### src/logic/dds_pkg.sv
// Purpose: shared constants and types for the door drive safety block
// Assumes: 10 MHz core clock, door position in millimetres from closed
// Notes: register offsets are byte addresses on a 32-bit plain port
`default_nettype none
package dds_pkg;
    // ************************************************************
    // clock and timing
    // ************************************************************
    localparam int CLK_HZ = 10000000;
    localparam int INIT_OBST_MS = 1000; // closing obstruction taken as closed
    localparam int PARK_STALL_MS = 300; // standstill during park travel
    localparam int CYC_PER_MS = CLK_HZ / 1000;

    // ************************************************************
    // register offsets
    // ************************************************************
    localparam logic [7:0] OFS_CTRL = 8'h00;
    localparam logic [7:0] OFS_FORCE = 8'h04;
    localparam logic [7:0] OFS_WEIGHT = 8'h08;
    localparam logic [7:0] OFS_LEARN = 8'h0c;
    localparam logic [7:0] OFS_STATUS = 8'h10;

    // ************************************************************
    // control register fields
    // ************************************************************
    localparam int CTL_TRIES_LSB = 0; // 4 bits, opening attempts
    localparam int CTL_FULL_BIT = 4; // full opening on barrier interruption
    localparam int CTL_AUX_BIT = 5; // aux terminal: 0 emergency, 1 feedback
    localparam int CTL_IN1_LSB = 6; // 2 bits, control input pin 5/6 use
    localparam int CTL_PARK_LSB = 8; // 7 bits, park distance in mm
    localparam logic [3:0] TRIES_RESET = 4'h3;
    localparam logic [6:0] PARK_RESET = 7'h00;
    localparam logic [6:0] PARK_MAX_MM = 7'h64; // 100 mm
    localparam logic [1:0] IN1_BARRIER = 2'h0;
    localparam logic [1:0] IN1_CLOSED_SENSOR = 2'h1;
    localparam logic [1:0] IN1_OFF = 2'h2;
    localparam logic AUX_EMERGENCY = 1'b0;
    localparam logic AUX_FEEDBACK = 1'b1;

    // ************************************************************
    // force and barrier figures
    // ************************************************************
    localparam logic [8:0] FORCE_BASE_N = 9'h096; // 150 N
    localparam logic [8:0] FORCE_TOP_N = 9'h0e6; // 230 N
    localparam logic [3:0] WEIGHT_MAX_KG = 4'h8;
    localparam logic [8:0] GRAVITY_MS2 = 9'h00a; // 10 m/s2
    localparam logic [8:0] FORCE_RESET = 9'h096;
    localparam int BARRIER_MIN_MM = 10; // 1 cm

    // ************************************************************
    // status register fields
    // ************************************************************
    localparam int ST_STATE_LSB = 0; // 3 bits
    localparam int ST_GLASS_BIT = 4;
    localparam int ST_EMERG_BIT = 5;
    localparam int ST_REF_BIT = 6;
    localparam int ST_TRIES_LSB = 8; // 4 bits
    localparam int ST_BARRIER_BIT = 12;

    // ************************************************************
    // types
    // ************************************************************
    typedef enum logic [1:0] {SPD_MAX, SPD_SLOW, SPD_REDUCED, SPD_NUDGE} dds_speed_t;

    typedef struct packed {
        logic motorOn;
        logic dirOpen;
        logic staticForce;
        dds_speed_t speed;
    } dds_drive_t;

    typedef struct packed {
        logic [7:0] addr;
        logic [31:0] wdata;
        logic wr;
        logic rd;
    } dds_bus_t;
endpackage
`default_nettype wire

### src/logic/dds_door_drive_safety_functions.sv
// Purpose: supervisory open/close, park, emergency and light barrier control
// Assumes: doorPos and obstruct come from motor logic on core_clk
// Notes: commands and terminals arrive asynchronously and are synchronised
`timescale 1ns/1ps
`default_nettype none
module dds_door_drive_safety_functions #(
    parameter int POS_W = 12,
    parameter int OPEN_WIDTH_MM = 1000,
    parameter int INIT_OBST_CYC = dds_pkg::INIT_OBST_MS * dds_pkg::CYC_PER_MS,
    parameter int PARK_STALL_CYC = dds_pkg::PARK_STALL_MS * dds_pkg::CYC_PER_MS
) (
    input wire logic core_clk,
    input wire logic rst,
    input wire dds_pkg::dds_bus_t bus,
    output dds_pkg::dds_drive_t drive,
    output logic [31:0] rdata,
    output logic halted,
    input wire logic openCmd,
    input wire logic closeCmd,
    input wire logic controlInput,
    input wire logic auxInput,
    input wire logic [POS_W-1:0] doorPos,
    input wire logic obstruct
);
    typedef enum logic [2:0] {
        ST_IDLE, ST_OPENING, ST_OPEN_HOLD, ST_CLOSING, ST_CLOSED_HOLD, ST_PARK, ST_HALT
    } dds_state_t;

    // ************************************************************
    // input synchronisers
    // ************************************************************
    logic [3:0] syncA;
    logic [3:0] syncB;

    // two stages before any logic reads the pins
    always_ff @(posedge core_clk or posedge rst) begin
        if (rst) begin
            syncA <= 4'h0;
            syncB <= 4'h0;
        end else begin
            syncA <= {auxInput, controlInput, closeCmd, openCmd};
            syncB <= syncA;
        end
    end

    wire openS = syncB[0];
    wire closeS = syncB[1];
    wire in1S = syncB[2];
    wire auxS = syncB[3];

    // ************************************************************
    // configuration registers
    // ************************************************************
    logic [3:0] triesCfg;
    logic fullOpen;
    logic auxMode;
    logic [1:0] in1Mode;
    logic [6:0] parkMm;
    logic [8:0] openForce;
    logic [3:0] weightKg;

    wire wrCtrl = bus.wr && bus.addr == dds_pkg::OFS_CTRL;
    wire wrForce = bus.wr && bus.addr == dds_pkg::OFS_FORCE;
    wire wrWeight = bus.wr && bus.addr == dds_pkg::OFS_WEIGHT;
    wire wrLearn = bus.wr && bus.addr == dds_pkg::OFS_LEARN && bus.wdata[0];

    // counterweight clamped to the allowed span
    wire [3:0] weightIn = bus.wdata[3:0];
    wire [3:0] weightClamp = (weightIn > dds_pkg::WEIGHT_MAX_KG) ?
        dds_pkg::WEIGHT_MAX_KG : weightIn;
    wire [8:0] weightForce = dds_pkg::FORCE_BASE_N +
        9'(weightClamp * dds_pkg::GRAVITY_MS2);
    wire [6:0] parkIn = bus.wdata[dds_pkg::CTL_PARK_LSB +: 7];
    wire [6:0] parkClamp = (parkIn > dds_pkg::PARK_MAX_MM) ?
        dds_pkg::PARK_MAX_MM : parkIn;

    // software configuration, defaults from reset
    always_ff @(posedge core_clk or posedge rst) begin
        if (rst) begin
            triesCfg <= dds_pkg::TRIES_RESET;
            fullOpen <= 1'b0;
            auxMode <= dds_pkg::AUX_EMERGENCY;
            in1Mode <= dds_pkg::IN1_BARRIER;
            parkMm <= dds_pkg::PARK_RESET;
            openForce <= dds_pkg::FORCE_RESET;
            weightKg <= 4'h0;
        end else begin
            if (wrCtrl) begin
                triesCfg <= bus.wdata[dds_pkg::CTL_TRIES_LSB +: 4];
                fullOpen <= bus.wdata[dds_pkg::CTL_FULL_BIT];
                auxMode <= bus.wdata[dds_pkg::CTL_AUX_BIT];
                parkMm <= parkClamp;
            end
            if (wrLearn) begin
                in1Mode <= dds_pkg::IN1_BARRIER;
            end else if (wrCtrl) begin
                in1Mode <= bus.wdata[dds_pkg::CTL_IN1_LSB +: 2];
            end
            if (wrWeight) begin
                weightKg <= weightClamp;
                openForce <= weightForce;
            end else if (wrForce) begin
                openForce <= bus.wdata[8:0];
            end
        end
    end

    // ************************************************************
    // derived conditions
    // ************************************************************
    wire glassActive = openForce >= dds_pkg::FORCE_BASE_N &&
        openForce <= dds_pkg::FORCE_TOP_N;
    wire barrierUsed = in1Mode == dds_pkg::IN1_BARRIER;
    // barrier takes priority: emergency input is inert while barrier is used
    wire emergUsed = auxMode == dds_pkg::AUX_EMERGENCY && !barrierUsed;
    wire feedbackUsed = auxMode == dds_pkg::AUX_FEEDBACK;
    wire sensorClosed = in1Mode == dds_pkg::IN1_CLOSED_SENSOR && in1S;
    wire wideEnough = doorPos >= POS_W'(dds_pkg::BARRIER_MIN_MM);
    wire barrierCut = barrierUsed && !in1S && wideEnough;
    wire parkOn = parkMm != 7'h00;

    logic [POS_W-1:0] parkBase;
    logic referenced;
    wire [POS_W-1:0] parkTarget = parkBase + POS_W'(parkMm);
    wire needPark = parkOn && doorPos < parkTarget;
    wire atOpen = doorPos >= POS_W'(OPEN_WIDTH_MM);
    wire atClosedNorm = referenced && (doorPos == '0 || sensorClosed);

    // ************************************************************
    // timers and edges
    // ************************************************************
    dds_state_t state;
    dds_state_t next_state;
    logic [23:0] obstCnt;
    logic [23:0] stallCnt;
    logic [POS_W-1:0] lastPos;
    logic obstPrev;
    logic [3:0] triesLeft;
    logic byBarrier;
    logic emerg;

    wire obstRise = obstruct && !obstPrev;
    wire obstLong = obstCnt >= 24'(INIT_OBST_CYC - 1);
    wire stalled = stallCnt >= 24'(PARK_STALL_CYC - 1);

    // closing obstruction and standstill counters
    always_ff @(posedge core_clk or posedge rst) begin
        if (rst) begin
            obstCnt <= 24'h0;
            stallCnt <= 24'h0;
            lastPos <= '0;
            obstPrev <= 1'b0;
        end else begin
            obstPrev <= obstruct;
            lastPos <= doorPos;
            if (state == ST_CLOSING && obstruct && !obstLong) begin
                obstCnt <= obstCnt + 24'h1;
            end else if (!(state == ST_CLOSING && obstruct)) begin
                obstCnt <= 24'h0;
            end
            if (state == ST_PARK && doorPos == lastPos && !stalled) begin
                stallCnt <= stallCnt + 24'h1;
            end else if (!(state == ST_PARK && doorPos == lastPos)) begin
                stallCnt <= 24'h0;
            end
        end
    end

    // ************************************************************
    // door sequence
    // ************************************************************
    // de-energising goes through park travel when short of the park point
    wire dds_state_t offState = needPark ? ST_PARK : ST_IDLE;

    always_comb begin
        next_state = state;
        unique case (state)
            ST_IDLE: begin
                if (openS) begin
                    next_state = ST_OPENING;
                end else if (closeS && !barrierCut) begin
                    next_state = ST_CLOSING;
                end
            end
            ST_OPENING: begin
                if (obstRise && triesLeft == 4'h0) begin
                    next_state = ST_HALT;
                end else if (atOpen) begin
                    next_state = ST_OPEN_HOLD;
                end else if (byBarrier && !fullOpen && !barrierCut && closeS) begin
                    next_state = ST_CLOSING;
                end else if (!byBarrier && !openS) begin
                    next_state = closeS ? ST_CLOSING : offState;
                end
            end
            ST_OPEN_HOLD: begin
                if (!openS && closeS && !barrierCut) begin
                    next_state = ST_CLOSING;
                end else if (!openS && !closeS) begin
                    next_state = offState;
                end
            end
            ST_CLOSING: begin
                if (openS || (closeS && barrierCut)) begin
                    next_state = ST_OPENING;
                end else if (!referenced && obstLong) begin
                    next_state = ST_CLOSED_HOLD;
                end else if (atClosedNorm) begin
                    next_state = ST_CLOSED_HOLD;
                end else if (!closeS) begin
                    next_state = offState;
                end
            end
            ST_CLOSED_HOLD: begin
                if (openS) begin
                    next_state = ST_OPENING;
                end else if (!closeS) begin
                    next_state = offState;
                end
            end
            ST_PARK: begin
                if (doorPos >= parkTarget || stalled) begin
                    next_state = ST_IDLE;
                end
            end
            ST_HALT: begin
                if (!openS) begin
                    next_state = ST_IDLE;
                end
            end
        endcase
    end

    wire obstInitDone = state == ST_CLOSING && !referenced && obstLong;

    // state, reference point, retries and reversal reason
    always_ff @(posedge core_clk or posedge rst) begin
        if (rst) begin
            state <= ST_IDLE;
            referenced <= 1'b0;
            parkBase <= '0;
            triesLeft <= dds_pkg::TRIES_RESET;
            byBarrier <= 1'b0;
        end else begin
            state <= next_state;
            if (obstInitDone) begin
                referenced <= 1'b1;
                parkBase <= doorPos;
            end
            if (state == ST_OPENING && obstRise && triesLeft != 4'h0) begin
                triesLeft <= triesLeft - 4'h1;
            end else if (state != ST_OPENING && next_state == ST_OPENING) begin
                triesLeft <= triesCfg;
            end
            if (state == ST_CLOSING && next_state == ST_OPENING) begin
                byBarrier <= !openS;
            end else if (next_state != ST_OPENING) begin
                byBarrier <= 1'b0;
            end
        end
    end

    // ************************************************************
    // emergency power mode
    // ************************************************************
    wire endReached = state == ST_CLOSED_HOLD || state == ST_OPEN_HOLD;

    // entry wins over exit; exit only at an end position
    always_ff @(posedge core_clk or posedge rst) begin
        if (rst) begin
            emerg <= 1'b0;
        end else if (emergUsed && auxS) begin
            emerg <= 1'b1;
        end else if (endReached) begin
            emerg <= 1'b0;
        end
    end

    // ************************************************************
    // drive command
    // ************************************************************
    dds_pkg::dds_drive_t next_drive;

    always_comb begin
        next_drive.motorOn = next_state != ST_IDLE && next_state != ST_HALT;
        next_drive.dirOpen = next_state == ST_OPENING || next_state == ST_OPEN_HOLD ||
            next_state == ST_PARK;
        next_drive.staticForce = next_state == ST_PARK;
        if (next_state == ST_PARK) begin
            next_drive.speed = dds_pkg::SPD_SLOW;
        end else if (emerg) begin
            next_drive.speed = dds_pkg::SPD_REDUCED;
        end else if (next_state == ST_CLOSING && feedbackUsed && !auxS) begin
            next_drive.speed = dds_pkg::SPD_NUDGE;
        end else begin
            next_drive.speed = dds_pkg::SPD_MAX;
        end
    end

    // ************************************************************
    // read port and registered outputs
    // ************************************************************
    wire [31:0] ctrlView = {17'h0, parkMm, in1Mode, auxMode, fullOpen, triesCfg};
    wire [31:0] statView = {19'h0, barrierCut, triesLeft, 1'b0, referenced,
        emerg, glassActive, 1'b0, state};
    wire [31:0] readMux = (bus.addr == dds_pkg::OFS_CTRL) ? ctrlView :
        (bus.addr == dds_pkg::OFS_FORCE) ? {23'h0, openForce} :
        (bus.addr == dds_pkg::OFS_WEIGHT) ? {28'h0, weightKg} :
        (bus.addr == dds_pkg::OFS_STATUS) ? statView : 32'h0;

    // outputs straight from flops
    always_ff @(posedge core_clk or posedge rst) begin
        if (rst) begin
            drive <= '0;
            rdata <= 32'h0;
            halted <= 1'b0;
        end else begin
            drive <= next_drive;
            rdata <= bus.rd ? readMux : 32'h0;
            halted <= next_state == ST_HALT;
        end
    end
endmodule
`default_nettype wire

### config.mk
export PLATFORM = sky130hd
export DESIGN_NAME = dds_door_drive_safety_functions
export DESIGN_NICKNAME = d
export VERILOG_FILES = /design/src/logic/dds_pkg.sv /design/src/logic/dds_door_drive_safety_functions.sv
export SDC_FILE = /design/constraint.sdc
export NUM_CORES = 1
export LEC_CHECK = 0
export BUFFER_PORTS_ARGS = -buffer_cell sky130_fd_sc_hd__buf_4
export CAP_MARGIN = 20
export CELL_PAD_IN_SITES_DETAIL_PLACEMENT = 1
export CELL_PAD_IN_SITES_GLOBAL_PLACEMENT = 1
export CORE_ASPECT_RATIO = 0.6
export CORE_MARGIN = 1.5
export CORE_UTILIZATION = 25
export CTS_CLUSTER_DIAMETER = 120
export CTS_CLUSTER_SIZE = 14
export DETAILED_ROUTE_END_ITERATION = 8
export PLACE_DENSITY = 0.49
export SYNTH_ARGS = -nofsm -noshare
export SYNTH_HDL_FRONTEND = slang
export SYNTH_SLANG_ARGS = --single-unit
### constraint.sdc
create_clock -name core_clk -period 5.6 [get_ports core_clk]
set_input_delay 1.12 -clock core_clk [delete_from_list [all_inputs] [get_ports core_clk]]
set_output_delay 1.12 -clock core_clk [all_outputs]
set_load 0.01 [all_outputs]
**Word-level counts from Yosys, hierarchy flattened**

Index checks and enable logic that the tools add are counted.

- Input bits: 61
- Output and inout port bits: 38
- Bits in registers: 140

- Multipliers: 1
- Order comparisons: 10
- Eq/ne operators: 22
- Bitwise gates (word level): 1
- Add/sub/neg operators: 5
- Muxes and demuxes: 42
- Reduce and logical (&&, ||, !) cells: 69

Operator list:

| operator | number |
|---|---|
| $mux 24 | 4 |
| $mux 3 | 17 |
| $add 24x1->24 const B | 2 |
| $mux 13 | 3 |
| $logic_and 1x1->1 | 38 |
| $mux 15 | 2 |
| $ge 24x22->1 const B | 1 |
| $ge 24x24->1 const B | 1 |
| $pmux 3 s7 | 1 |
| $mux 9 | 2 |
| $eq 8x4->1 const B | 2 |
| $eq 3x3->1 const B | 5 |
| $add 12x7->12 | 1 |
| $eq 12x12->1 | 1 |
| $eq 3x2->1 const B | 4 |
| $ge 12x10->1 const B | 1 |
| $ge 12x12->1 | 1 |
| $ge 12x4->1 const B | 1 |
| $logic_not 1->1 | 12 |
| $logic_not 12->1 | 1 |
| $lt 12x12->1 | 1 |
| $mux 4 | 3 |
| $mux 2 | 5 |
| $reduce_bool 2->1 | 5 |
| 25 further kinds | 36 |

**Longest topological paths before layout**

- Depth after elaboration: 16
- Mapped depth: 20
- Mapped depth without buffers: 20

**Worst setup path after synthesis**

OpenSTA, ideal clock, no wires.

- Path kind: register to register
- From: reg parkMm[0]
- To: reg triesLeft[1]
- Path buffers: 0
- Slack: 1.345 ns
- Data required time: 5.516 ns
- Arrival time: 4.171 ns
- Library setup time: 0.084 ns
- Clock period less this slack: 4.255 ns
- Stages on the path, launching flop included: 20
- Path through: dfrtp_1 ha_1 fa_1 a21oi_1 nor2_1 nor2_1 o21bai_1 a21oi_1 nor2b_1 o2111ai_1 xor2_1 ha_1 nand4_1 nor3_1 o21ai_1 a31oi_1 o32ai_1 or4_4 or3_4 a311o_1

- Word-level cells in the longest chain between the ends: 13
- Elaborated cells between the ends (all ways): 24
- Classes of those cells: add/sub (1); order compare (2); eq/ne (1); mux (15); reduce/logical (5)

RTL lines:

| item | RTL line | source |
|---|---|---|
| start: declaration | dds_door_drive_safety_functions.sv:58 | `logic [6:0] parkMm;` |
| start signal: assignment | dds_door_drive_safety_functions.sv:84 | `parkMm <= dds_pkg::PARK_RESET;` |
| start signal: assignment | dds_door_drive_safety_functions.sv:92 | `parkMm <= parkClamp;` |
| $add 12x7->12 | dds_door_drive_safety_functions.sv:124 | `wire [POS_W-1:0] parkTarget = parkBase + POS_W'(parkMm);` |
| $lt 12x12->1 | dds_door_drive_safety_functions.sv:125 | `wire needPark = parkOn && doorPos < parkTarget;` |
| $logic_and 1x1->1 | dds_door_drive_safety_functions.sv:125 |  |
| $mux 3 | dds_door_drive_safety_functions.sv:173 | `wire dds_state_t offState = needPark ? ST_PARK : ST_IDLE;` |
| $mux 3 | dds_door_drive_safety_functions.sv:193 | `next_state = closeS ? ST_CLOSING : offState;` |
| $mux 3 | dds_door_drive_safety_functions.sv:192 | `end else if (!byBarrier && !openS) begin` |
| $mux 3 | dds_door_drive_safety_functions.sv:190 | `end else if (byBarrier && !fullOpen && !barrierCut && closeS) begin` |
| $mux 3 | dds_door_drive_safety_functions.sv:188 | `end else if (atOpen) begin` |
| $mux 3 | dds_door_drive_safety_functions.sv:186 | `if (obstRise && triesLeft == 4'h0) begin` |
| $pmux 3 s7 * | dds_door_drive_safety_functions.sv:177 | `unique case (state)` |
| $eq 3x1->1 * | dds_door_drive_safety_functions.sv:252 | `end else if (state != ST_OPENING && next_state == ST_OPENING) begin` |
| $logic_and 1x1->1 * | dds_door_drive_safety_functions.sv:252 |  |
| $reduce_bool 2->1 (no source line) * | n/a |  |
| end signal: assignment | dds_door_drive_safety_functions.sv:242 | `triesLeft <= dds_pkg::TRIES_RESET;` |
| end signal: assignment | dds_door_drive_safety_functions.sv:251 | `triesLeft <= triesLeft - 4'h1;` |
| end signal: assignment | dds_door_drive_safety_functions.sv:253 | `triesLeft <= triesCfg;` |
| end: declaration | dds_door_drive_safety_functions.sv:138 | `logic [3:0] triesLeft;` |

Mark *: on every way between the ends. The rest lies on a longest branch, timed or not.
A chain may end at the register's enable or synchronous reset.

**Final worst setup path**

Same ends and word-level chain as after synthesis.

==> run summary <==
• completed — outcome
• 2 — maximum clock path buffer count
• 64 — buffers added on ports
• syncA[1] — Worst Min Path Start
• 9.89 um^2 — synthesized area divided by synthesized cell count
• 48 — cell row count
• 99 — IO Pins
• simple AND/OR/NAND/NOR gates — main combinational cell family by area after synthesis
• flip-flop — Worst Setup End Kind
• 1.01 ns — transition time of the tightest slew-check pin
• 4.13% — multiplexer share of the synthesized area
• 17.4 um — detailed-route wire length per cell
• 5,854 — number of global-route vias before repair
• 5 — number of iterations in the first detailed-routing pass
• 0 — number of warnings issued by yosys
• 0 — final slew viol count
• 21,500 um — wire length reported by the detailed router
• 17.5% — fraction of final layout cells with drive strength greater than 1
• 0 — number of antenna violations at the first check in global routing
• 0.49 ns — setup slack of the worst register-to-register path
• 30.7% — final design utilization
• 4.65 — vias per std cell
• 0 — Hold-fix buffers, CTS
• 0.44 ns — Worst-Skew Late Latency
• 0 — PostCTS Resize Cnt
• 14.8% — aggregate global-route resource usage
• 0.47 ns — slowest stage delay, CP
• 760 — post-synthesis cell count
• yes — CTS tree
• 5,735 — number of vias in the routed layout
• 91.3% — share of the clock period used by the worst path
• 32.3% — worst-case headroom to the max-slew limit
• 5.96 ns — Data required, critical path
• 0 — setup bufs post-CTS
• 316 — Initial DRC Count
• 4.76% — adder-cell area share of the yosys netlist
• 909 — Net count, final
• 0 — reported max-cap violation count
• triesLeft[1] — r2r endpoint
• 7.69% — xor/xnor share of the synthesized area
• sky130_fd_sc_hd__clkbuf_16 — CTS root buf
• 19 — Worst Reg2Reg Path Length in Cells
• false — unrepaired setup endpoints after global routing
• 0 — n_diodes
• 72 — library cells used by synthesis
• 15,700 um — HPWL after DPL
• 46.7% — portion of the post-synthesis area used by sequential elements
• 31,100 um^2 — area of the die
• flip-flop — Startpoint Class
• 12.7% — synthesized-area fraction occupied by ao, oa, aoi and oai cells
• 140 — clock sinks
• parkMm[0] — origin of the critical flop-to-flop path
• 140 — Yosys reg bits
• 34,500 um — first-pass GRT wire length
• 0.06 ns — register clock-pin slew on the reported worst setup and hold paths
• 0.0128 ns — setup skew after layout
• syncB[1] — hold path endpoint
• 4 — deepest level of the CTS H-tree
• 19.0% — Area growth, synth to finish
• sky130_fd_sc_hd__dfrtp_1 — most common library cell in the layout ignoring fill and taps
• 19.7% — post-synthesis simple-gate area fraction
• 29,100 um^2 — area of the placeable core
• 0.764 — final weighted congestion in routability-driven placement
• 3.75 nW — leakage component of the power
• 5.47 ns — Arrival @ worst endpoint
• 0 ns — aggregate negative setup slack
• 0 — remaining design rule violation count
• 0 — Min-Delay Path Depth
• sky130_fd_sc_hd__dfrtp_1 — top_reg_cell synth
• 196 MHz — timing-limited maximum frequency
• flip-flop to flip-flop — type of the setup path with the least slack
• flip-flop to flip-flop — Worst Hold Class
• 5.11 ns — min cycle time layout
• 0 — number of buffers and inverters on the critical path
• 17 — number of buffers created by CTS
• 137 um — vertical extent of the die
• sky130_fd_sc_hd__or4_4 — Critical Path Slowest Stage Cell
• 0 — GR Overflow Total
• 0 — residual antenna-violating net count after detailed routing
• 132 x sky130_fd_sc_hd__dfrtp_1, 81 x sky130_fd_sc_hd__nor2_1, 67 x sky130_fd_sc_hd__buf_4 — commonest cells after routing, fill and taps aside
• 0 — number of hold-slack violations in the final timing report
• 7520 um^2 — netlist area before placement
• 5 — Max FO, Critical Path
• 220 uV — largest voltage drop on the vdd net
• compound AO/OA/AOI/OAI gates — family with the most delay on the worst path
• 100% — async set-or-reset flop fraction in the synthesized netlist
• 25.8% — starting utilization of the core area
• 0 — final setup violation count
• 0 — count of flip-flops with a built-in enable after synthesis
• 227 um — horizontal extent of the die
• 102 — maximum number of pins on one net before global-route repair
• 320 nW/um^2 — Pwr per Cell Area
• ha_1 > fa_1 > a21oi_1 > nor2_1 > nor2_1 > o21bai_1 > a21oi_1 > nor2b_1 > o2111ai_1 > xor2_1 > ha_1 > nand4_1 > nor3_1 > o21ai_1 > a31oi_1 > o32ai_1 > or4_4 > or3_4 > a311o_1 — series of cell instances along the critical path
-- final cells by class --
class	count	area, um^2
timing repair buffer	67	503
fill	3333	20200
clock inverter	13	145
inverter	27	106
tap	400	500
sequential	140	3510
multi-input combinational	567	3740
clock buffer	19	433
-- sequential cells by signal, indices dropped and copies added, names as in the netlist --
name and flops:
auxMode 1, byBarrier 1, drive 5, emerg 1, fullOpen 1, halted 1
in1Mode 2, lastPos 12, obstCnt 24, obstPrev 1, openForce 9, parkBase 12
parkMm 7, rdata 15, referenced 1, stallCnt 24, state 3, syncA 4
syncB 4, triesCfg 4, triesLeft 4, weightKg 4
-- metal layers --
| metal | global-route usage, % | wire, um | vias to the layer above |
|---|---|---|---|
| met3 | 3.69 | 735 | 13 |
| met4 | 4.26 | 208 | 0 |
| met1 | 24.0 | 12500 | 2862 |
| met5 | 0 | 0 | - |
| li1 | - | - | 2788 |
| met2 | 18.2 | 8010 | 72 |
-- power by group --
| group | internal (mW) | total [mW] | switching (mW) |
|---|---|---|---|
| Clock | 0.656 | 1.13 | 0.470 |
| Sequential | 1.08 | 1.18 | 0.0955 |
| Combinational | 0.223 | 0.561 | 0.337 |
| Total | 1.96 | 2.86 | 0.903 |
-- worst register-to-register path, cell delays in order, from the launching register on --
cell and delay [ns]:
sky130_fd_sc_hd__dfrtp_1 0.43, sky130_fd_sc_hd__ha_1 0.25, sky130_fd_sc_hd__fa_1 0.41, sky130_fd_sc_hd__a21oi_1 0.16, sky130_fd_sc_hd__nor2_1 0.06, sky130_fd_sc_hd__nor2_1 0.16
sky130_fd_sc_hd__o21bai_1 0.08, sky130_fd_sc_hd__a21oi_1 0.22, sky130_fd_sc_hd__nor2b_1 0.09, sky130_fd_sc_hd__o2111ai_1 0.23, sky130_fd_sc_hd__xor2_1 0.12, sky130_fd_sc_hd__ha_1 0.31
sky130_fd_sc_hd__nand4_1 0.12, sky130_fd_sc_hd__nor3_1 0.41, sky130_fd_sc_hd__o21ai_1 0.27, sky130_fd_sc_hd__a31oi_1 0.34, sky130_fd_sc_hd__o32ai_1 0.17, sky130_fd_sc_hd__or4_4 0.47
sky130_fd_sc_hd__or3_4 0.37, sky130_fd_sc_hd__a311o_1 0.36
-- kinds of logic after synthesis --
group	count (synthesis)
other	1
and+or+nand+nor	290
buffers and inverters	69
adders and majority gates	28
muxes	28
AOI/OAI and AO/OA	138
xor gates and xnor gates	66
DFF	140
-- synth_stat cells, drive strengths merged (4+ instances only) --
| library cell | number | area [um^2] |
|---|---|---|
| a222oi | 7 | 70.1 |
| nand2b | 10 | 62.6 |
| nor3 | 22 | 115 |
| a21boi | 6 | 45.1 |
| o21ai | 37 | 185 |
| nand4 | 14 | 87.6 |
| and3 | 15 | 93.8 |
| and2 | 4 | 25.0 |
| nand4b | 4 | 35.0 |
| dfrtp | 132 | 3300 |
| mux2 | 24 | 270 |
| nor2b | 17 | 106 |
| inv | 27 | 101 |
| clkbuf | 24 | 90.1 |
| nand3 | 22 | 110 |
| mux2i | 4 | 40.0 |
| nor4 | 13 | 115 |
| a21oi | 33 | 165 |
| a31oi | 11 | 75.1 |
| o31a | 4 | 35.0 |
| dfstp | 8 | 210 |
| ha | 27 | 338 |
| or3 | 9 | 61.3 |
| buf | 18 | 133 |
| nand2 | 65 | 244 |
| a22oi | 6 | 45.0 |
| nor2 | 81 | 304 |
| xnor2 | 28 | 245 |
| xor2 | 38 | 333 |
-- how the worst max path moves through the flow --
stage	start	endpoint	slack (ns)	cells after the start
4_1_cts	parkMm[0]	triesLeft[1]	0.45	19
3_3_place_gp	parkMm[0]	triesLeft[1]	0.56	19
2_1_floorplan	rst	auxMode	0.74	1
5_1_grt	parkMm[0]	triesLeft[1]	0.05	19
6_report	parkMm[0]	triesLeft[1]	0.49	19
3_5_place_dp	parkMm[0]	triesLeft[1]	0.48	19
-- metrics by stage --
| stage | worst slack [ns] | hold slack [ns] | instances | power [mW] | cell area (um^2) |
|---|---|---|---|---|---|
| after floorplan | 0.740 | 0.331 | 776 | 1.55 | 7580 |
| after global placement | 0.561 | 0.335 | 1201 | 1.75 | 8370 |
| after detailed placement | 0.480 | 0.340 | 1201 | 1.75 | 8370 |
| after CTS | 0.453 | 0.354 | 1233 | 2.91 | 8940 |
| after global routing | 0.0511 | 0.357 | 1233 | 3.02 | 8940 |
| final | 0.486 | 0.351 | 1233 | 2.86 | 8940 |
Note: power is estimated with default switching activity, not from simulation.
